<file path="src/logic/flfr_pkg.sv">
package flfr_pkg;

    // Serial command opcodes seen on the command port
    localparam logic [7:0] FLFR_CMD_WR_NV_PARAMS = 8'h65;
    localparam logic [7:0] FLFR_CMD_WR_VOL_PARAMS_A = 8'hC0;
    localparam logic [7:0] FLFR_CMD_WR_VOL_PARAMS_B = 8'h63;
    localparam logic [7:0] FLFR_CMD_WR_FUNC_CFG = 8'h42;

    // Field positions of function_config
    localparam int FLFR_FN_RST_DIS_BIT = 0;
    localparam int FLFR_FN_SIDE_BIT = 1;
    localparam int FLFR_FN_PROG_PAUSE_BIT = 2;
    localparam int FLFR_FN_ERASE_PAUSE_BIT = 3;
    localparam int FLFR_FN_ROW_LOCK_LSB = 4;
    localparam int FLFR_FN_ROW_LOCK_MSB = 7;

    // Bits software may set; the two pause flags are hardware owned
    localparam logic [7:0] FLFR_FN_OTP_MASK = 8'hF3;

    // Field positions of read_parameters
    localparam int FLFR_RP_PIN_SEL_BIT = 7;
    localparam int FLFR_RP_DUMMY_MSB = 6;
    localparam int FLFR_RP_DUMMY_LSB = 3;
    localparam int FLFR_RP_WRAP_BIT = 2;
    localparam int FLFR_RP_BURST_MSB = 1;
    localparam int FLFR_RP_BURST_LSB = 0;

    // Values after reset
    localparam logic [7:0] FLFR_FN_RESET = 8'h00;
    localparam logic [7:0] FLFR_RP_VOL_RESET = 8'h00;
    localparam logic [7:0] FLFR_RP_NV_RESET = 8'h00;

    // Smallest wrap length in bytes; each burst code doubles it
    localparam logic [6:0] FLFR_BURST_MIN_BYTES = 7'h08;
    localparam logic [6:0] FLFR_WRAP_WHOLE_ARRAY = 7'h00;

    typedef enum logic [0:0] {
        FLFR_ST_LOAD,
        FLFR_ST_READY
    } flfr_state_type;

endpackage

</file>
<file path="src/logic/flfr_pin_select.sv">
`timescale 1ns/10ps
module flfr_pin_select #(
    parameter bit HAS_DEDICATED_RESET_PIN = 1'b1
) (
    input wire logic clk,
    input wire logic reset,
    input wire logic clk_en,
    input wire logic reset_disable,
    input wire logic pin_function_select,
    input wire logic quad_lane_enable,
    input wire logic four_lane_command_mode,
    output logic dedicated_reset_en,
    output logic shared_pin_reset,
    output logic shared_pin_pause,
    output logic shared_pin_data3
);
    logic data_lane_3;
    logic reset_on_shared;

    // Quad lanes claim the shared pin whatever the select bit says
    assign data_lane_3 = quad_lane_enable | four_lane_command_mode;
    // A still-enabled dedicated pin forces pause on the shared pin
    assign reset_on_shared = !data_lane_3 && pin_function_select
        && (!HAS_DEDICATED_RESET_PIN || reset_disable);

    // Registered so the pad muxes never see a decode glitch
    always_ff @(posedge clk) begin
        if (reset) begin
            dedicated_reset_en <= HAS_DEDICATED_RESET_PIN;
            shared_pin_reset <= 1'b0;
            shared_pin_pause <= 1'b1;
            shared_pin_data3 <= 1'b0;
        end else if (clk_en) begin
            dedicated_reset_en <= HAS_DEDICATED_RESET_PIN && !reset_disable;
            shared_pin_reset <= reset_on_shared;
            shared_pin_pause <= !data_lane_3 && !reset_on_shared;
            shared_pin_data3 <= data_lane_3;
        end
    end
endmodule

</file>
<file path="src/logic/flfr_config_regs.sv">
`timescale 1ns/10ps
module flfr_config_regs
    import flfr_pkg::*;
#(
    parameter bit HAS_DEDICATED_RESET_PIN = 1'b1,
    parameter bit RESET_DISABLE_DEFAULT = 1'b0
) (
    input wire logic CLK,
    input wire logic RESET,
    input wire logic CLK_EN,
    input wire logic CMD_VALID,
    input wire logic [7:0] CMD_OPCODE,
    input wire logic [7:0] CMD_DATA,
    output logic CMD_READY,
    input wire logic PROGRAM_ACTIVE,
    input wire logic ERASE_ACTIVE,
    input wire logic SUSPEND_CMD,
    input wire logic RESUME_CMD,
    input wire logic QUAD_LANE_ENABLE,
    input wire logic FOUR_LANE_COMMAND_MODE,
    output logic [7:0] FUNCTION_CONFIG,
    output logic [7:0] READ_PARAMS_VOL,
    output logic [7:0] READ_PARAMS_NV,
    output logic PROTECT_AREA_SIDE,
    output logic [3:0] INFO_ROW_LOCK,
    output logic [3:0] DUMMY_CYCLES,
    output logic WRAP_ENABLE,
    output logic [6:0] WRAP_BYTES,
    output logic DEDICATED_RESET_EN,
    output logic SHARED_PIN_RESET,
    output logic SHARED_PIN_PAUSE,
    output logic SHARED_PIN_DATA3
);
    import flfr_pkg::*;

    flfr_state_type state_r;
    logic [7:0] func_r;
    logic [7:0] func_nxt;
    logic [7:0] vol_r;
    logic [7:0] nv_r;
    logic [6:0] wrap_bytes_r;
    logic cmd_take;
    logic wr_func;
    logic wr_nv;
    logic wr_vol;
    logic prog_pause_set;
    logic erase_pause_set;
    logic prog_resume;
    logic erase_resume;

    // Commands are held off until the power-up copy has been made
    assign CMD_READY = (state_r == FLFR_ST_READY);
    assign cmd_take = CLK_EN && CMD_VALID && CMD_READY;
    assign wr_func = cmd_take && (CMD_OPCODE == FLFR_CMD_WR_FUNC_CFG);
    assign wr_nv = cmd_take && (CMD_OPCODE == FLFR_CMD_WR_NV_PARAMS);
    assign wr_vol = cmd_take && (CMD_OPCODE == FLFR_CMD_WR_VOL_PARAMS_A
        || CMD_OPCODE == FLFR_CMD_WR_VOL_PARAMS_B);

    // Suspend and resume events; resume serves the innermost suspend first
    assign prog_pause_set = SUSPEND_CMD && PROGRAM_ACTIVE;
    assign erase_pause_set = SUSPEND_CMD && ERASE_ACTIVE;
    assign prog_resume = RESUME_CMD && func_r[FLFR_FN_PROG_PAUSE_BIT];
    assign erase_resume = RESUME_CMD && !func_r[FLFR_FN_PROG_PAUSE_BIT];

    // Power-up sequencing
    always_ff @(posedge CLK) begin
        if (RESET) begin
            state_r <= FLFR_ST_LOAD;
        end else if (CLK_EN) begin
            unique case (state_r)
                FLFR_ST_LOAD: state_r <= FLFR_ST_READY;
                FLFR_ST_READY: state_r <= FLFR_ST_READY;
            endcase
        end
    end

    // Next function value: sticky bits only ever gain ones
    always_comb begin
        func_nxt = func_r;
        if (wr_func) begin
            func_nxt = func_r | (CMD_DATA & FLFR_FN_OTP_MASK);
        end
        if (prog_resume) begin
            func_nxt[FLFR_FN_PROG_PAUSE_BIT] = 1'b0;
        end
        if (erase_resume) begin
            func_nxt[FLFR_FN_ERASE_PAUSE_BIT] = 1'b0;
        end
        // Set wins over a clear in the same cycle
        if (prog_pause_set) begin
            func_nxt[FLFR_FN_PROG_PAUSE_BIT] = 1'b1;
        end
        if (erase_pause_set) begin
            func_nxt[FLFR_FN_ERASE_PAUSE_BIT] = 1'b1;
        end
    end

    // Function register
    always_ff @(posedge CLK) begin
        if (RESET) begin
            func_r <= FLFR_FN_RESET | {7'h00, RESET_DISABLE_DEFAULT};
        end else if (CLK_EN) begin
            func_r <= func_nxt;
        end
    end

    // Non-volatile copy; its reset stands for the factory content
    always_ff @(posedge CLK) begin
        if (RESET) begin
            nv_r <= FLFR_RP_NV_RESET;
        end else if (wr_nv) begin
            nv_r <= CMD_DATA;
        end
    end

    // Volatile copy, loaded once from the non-volatile copy
    always_ff @(posedge CLK) begin
        if (RESET) begin
            vol_r <= FLFR_RP_VOL_RESET;
        end else if (CLK_EN && state_r == FLFR_ST_LOAD) begin
            vol_r <= nv_r;
        end else if (wr_vol) begin
            vol_r <= CMD_DATA;
        end
    end

    // Wrap length; zero means the read runs over the whole array
    always_ff @(posedge CLK) begin
        if (RESET) begin
            wrap_bytes_r <= FLFR_WRAP_WHOLE_ARRAY;
        end else if (CLK_EN) begin
            if (vol_r[FLFR_RP_WRAP_BIT]) begin
                wrap_bytes_r <= FLFR_BURST_MIN_BYTES
                    << vol_r[FLFR_RP_BURST_MSB:FLFR_RP_BURST_LSB];
            end else begin
                wrap_bytes_r <= FLFR_WRAP_WHOLE_ARRAY;
            end
        end
    end

    // Register views and decoded fields
    assign FUNCTION_CONFIG = func_r;
    assign READ_PARAMS_VOL = vol_r;
    assign READ_PARAMS_NV = nv_r;
    assign PROTECT_AREA_SIDE = func_r[FLFR_FN_SIDE_BIT];
    assign INFO_ROW_LOCK = func_r[FLFR_FN_ROW_LOCK_MSB:FLFR_FN_ROW_LOCK_LSB];
    assign DUMMY_CYCLES = vol_r[FLFR_RP_DUMMY_MSB:FLFR_RP_DUMMY_LSB];
    assign WRAP_ENABLE = vol_r[FLFR_RP_WRAP_BIT];
    assign WRAP_BYTES = wrap_bytes_r;

    // Shared pin role follows the volatile select bit and lane mode
    flfr_pin_select #(
        .HAS_DEDICATED_RESET_PIN(HAS_DEDICATED_RESET_PIN)
    ) u_pin_select (
        .clk(CLK),
        .reset(RESET),
        .clk_en(CLK_EN),
        .reset_disable(func_r[FLFR_FN_RST_DIS_BIT]),
        .pin_function_select(vol_r[FLFR_RP_PIN_SEL_BIT]),
        .quad_lane_enable(QUAD_LANE_ENABLE),
        .four_lane_command_mode(FOUR_LANE_COMMAND_MODE),
        .dedicated_reset_en(DEDICATED_RESET_EN),
        .shared_pin_reset(SHARED_PIN_RESET),
        .shared_pin_pause(SHARED_PIN_PAUSE),
        .shared_pin_data3(SHARED_PIN_DATA3)
    );
endmodule

</file>
<file path="config.mk">
export PLATFORM = sky130hd
export DESIGN_NAME = flfr_config_regs
export DESIGN_NICKNAME = d
export VERILOG_FILES = /design/src/logic/flfr_pkg.sv /design/src/logic/flfr_pin_select.sv /design/src/logic/flfr_config_regs.sv
export SDC_FILE = /design/constraint.sdc
export NUM_CORES = 1
export LEC_CHECK = 0
export BUFFER_PORTS_ARGS = -buffer_cell sky130_fd_sc_hd__buf_2
export CAP_MARGIN = 10
export CORE_ASPECT_RATIO = 0.7
export CORE_MARGIN = 5
export CORE_UTILIZATION = 48
export CTS_BUF_LIST = sky130_fd_sc_hd__clkbuf_4 sky130_fd_sc_hd__clkbuf_8
export CTS_CLUSTER_DIAMETER = 200
export DETAILED_ROUTE_END_ITERATION = 10
export PLACE_DENSITY = 0.82
export SETUP_SLACK_MARGIN = 0.02
export SYNTH_ARGS = -nofsm -noshare
export SYNTH_HDL_FRONTEND = slang
export SYNTH_HIERARCHICAL = 1
export SYNTH_SLANG_ARGS = --single-unit
</file>
<file path="constraint.sdc">
create_clock -name CLK -period 2.45 [get_ports CLK]
set_clock_uncertainty 0.2 [all_clocks]
set_input_delay 0.3675 -clock CLK [delete_from_list [all_inputs] [get_ports CLK]]
set_output_delay 0.3675 -clock CLK [all_outputs]
set_load 0.05 [all_outputs]
</file>
==> metrics.md <==
| Metric | Value |
|---|---|
| DR vias | 1323 |
| Worst-case clock buffer depth | 2 |
| I/O Pins | 72 |
| Slew @ Worst Pin | 0.634 ns |
| Met3 WL | 336 um |
| Worst Setup Path Type | flip-flop to flip-flop |
| Pwr/cell area | 579 nW/um^2 |
| Flops & latches, synth | 33 |
| Setup bufs post-CTS | 0 |
| Ys Warns | 6 |
| Reg-to-reg critical path startpoint | CMD_READY |
| Hold crit path type | input pin to flip-flop |
| Clock period minus final worst setup slack | 2.04 ns |
| Die Footprint | 4460 sq um |
| Total GRT Usage | 14.7% |
| IO Port Bufs | 68 |
| Number of global-route vias before repair | 1218 |
| Slew headroom | 57.6% |
| Post-Syn Area | 1540 sq um |
| Dominant cell type by area after synthesis | dfxtp_1 |
| Hold EP | FUNCTION_CONFIG[1] |
| First-pass GRT wire length | 5440 um |
| Top cells by area in the synthesized netlist | dfxtp_1, buf_4, a21oi_1 |
| Hold WS | 0.150 ns |
| Tcrit/Tclk final | 83.4% |
| CTS tree | yes |
| Status | complete, no violations |
| Worst slack, placed | 0.299 ns |
| DIE WIDTH | 77.7 um |
| Number of enable-type register cells in the synthesized netlist | 0 |
| Crit end category | flip-flop |
| Worst R2R End | READ_PARAMS_VOL[1] |
| Reg2reg setup slack | 0.41 ns |
| Hold_buf cts | 0 |
| Leakage | 0.928 nW |
| Cell row count | 17 |
| H-tree Lvls | 2 |
| First drt pass iteration count | 4 |
| Wl on met1 | 1520 um |
| Slew Limit Fails | 0 |
| Post_cts resized | 0 |
| Initial DRC count | 60 |
| Largest net degree at the start of global routing | 37 |
| Cells after synthesis | 165 |
| Prevailing post-synth register cell | dfxtp_1 |
| Data required, critical path | 2.41 ns |
| Max Used Layer | met4 |
| Hold path startpoint | CMD_DATA[1] |
| Max-Cap Viols | 0 |
| Hold Fails Final Rpt | 0 |
| TNS Setup | 0 ns |
| Post-route ant nets | 0 |
| Peak supply drop | 0.000303 V |
| Drt wl/cell | 12.8 um |
| Drt total wl | 3340 um |
| Fmax | 490 MHz |
| Clk Latency, worst-skew pair | 0.27 ns |
| RSZ-0062 raised after global routing | no |
| Worst setup SP type | flip-flop |
| Final WS setup | 0.408 ns |
| Initial cell density of the core | 49.3% |
| Final setup viols | 0 |
| GRT overflow | 0 |
| Dominant cell by count in the synthesized netlist | dfxtp_1 |
| Layout cells sized above 1 | 40.6% |
| Synth async-reset ratio | 0% |
| Syn avg cell area | 9.34 sq um |
| Seq/Total Area, Yosys | 42.9% |
| Reg clk slew, reported paths | 0.06 ns |
| Worst Path Max Fanout | 8 |
| Vias/cell | 5.05 |
| Die Y | 57.4 um |
| Area Growth Syn to Fin | 23.9% |
| Top cell type's share of synthesized area | 42.9% |
| Antenna Cells | 0 |
| Gpl congestion | 0.734 |
| Detail Placement HPWL | 2520 um |
| Core footprint | 3130 sq um |
| Hold path cells | 3 |
| WP data arrival | 2.00 ns |
| DR DRC count | 0 |
| Num Clock Sinks | 33 |
| Initial antenna violation count | 0 |
| Worst Reg-to-Reg Cells | 3 |
| CTS Buf Count | 5 |
| Synth cell types | 30 |
| Commonest cells in the netlist | dfxtp_1, nor2_1, a21oi_1, nand2_1, buf_4 |
| Layout Nets | 251 |
| CTS root buf | clkbuf_8 |
| DR WL met2 | 1470 um |
sequential cells by signal (all words and copies together), names as in the netlist:
signal and count:
FUNCTION_CONFIG 8, READ_PARAMS_NV 8, READ_PARAMS_VOL 8, u_pin_select/shared_pin_pause 1, CMD_READY 1, u_pin_select/shared_pin_reset 1
u_pin_select/dedicated_reset_en 1, u_pin_select/shared_pin_data3 1, WRAP_BYTES 4
worst max path at each step:
stage	from	end	cells after the start
floorplan	CMD_READY	READ_PARAMS_VOL[0]	3
global placement	CMD_OPCODE[1]	READ_PARAMS_VOL[3]	5
detailed placement	CMD_OPCODE[1]	READ_PARAMS_VOL[5]	5
CTS	CMD_READY	READ_PARAMS_VOL[3]	3
global route	CMD_READY	READ_PARAMS_VOL[3]	3
finish	CMD_READY	READ_PARAMS_VOL[1]	3
logic make-up after synthesis:
kind of cell           count (synthesis)  share of synthesized area [%]
multiplexers                          17                           11.7
buffers and inverters                 22                           8.52
flip-flops                            33                           42.9
AND/OR/NAND/NOR                       67                           26.0
AO/OA/AOI/OAI                         25                           10.7
other                                  1                          0.243
stage by stage:
step / std cells / instance area, sq um / power (mW) / utilization [%]
detailed placement: 256 / 1840 / 0.762 / 58.7
global route: 262 / 1910 / 1.15 / 61.1
floorplan: 167 / 1550 / 0.712 / -
global placement: 256 / 1840 / 0.760 / 58.7
finish: 262 / 1910 / 1.11 / 61.1
CTS: 262 / 1910 / 1.12 / 61.1
cell usage in the layout (no fill, tap or decap), types with 2 or more instances in the layout:
cell type,n
mux2i_1,9
nor4_4,2
nand2_1,18
nor3b_1,2
clkbuf_8,5
buf_4,3
a21oi_1,18
nor2b_1,10
nand4b_1,3
nand2b_1,6
dfxtp_1,33
buf_2,68
inv_1,2
conb_1,3
nor2_1,19
mux2_2,8
layer usage:
layer | up-vias | track usage, %
met5 | - | 0
met4 | 0 | 3.68
met1 | 605 | 19.4
met2 | 49 | 22.6
li1 | 667 | -
met3 | 2 | 5.84
power breakdown:
part,internal (mW),total [mW],switching (mW),leakage [nW]
registers,0.550,0.561,0.0112,0.268
clock network,0.186,0.356,0.170,0.0399
logic,0.0567,0.188,0.132,0.620
final cells by class:
type / count / area (sq um)
multi-input cells: 112 / 757
well taps: 38 / 47.5
clock inverters: 1 / 5.00
inverters: 2 / 7.51
fillers: 292 / 1220
clock buffers: 5 / 68.8
repair buffers: 71 / 363
flip-flops and latches: 33 / 661
critical path, stage by stage (launching register included):
cell and delay [ns]:
dfxtp_1 0.46, nand4b_4 0.20, o41ai_4 0.67, mux2_2 0.40
Note: power is estimated with default switching activity, not from simulation.
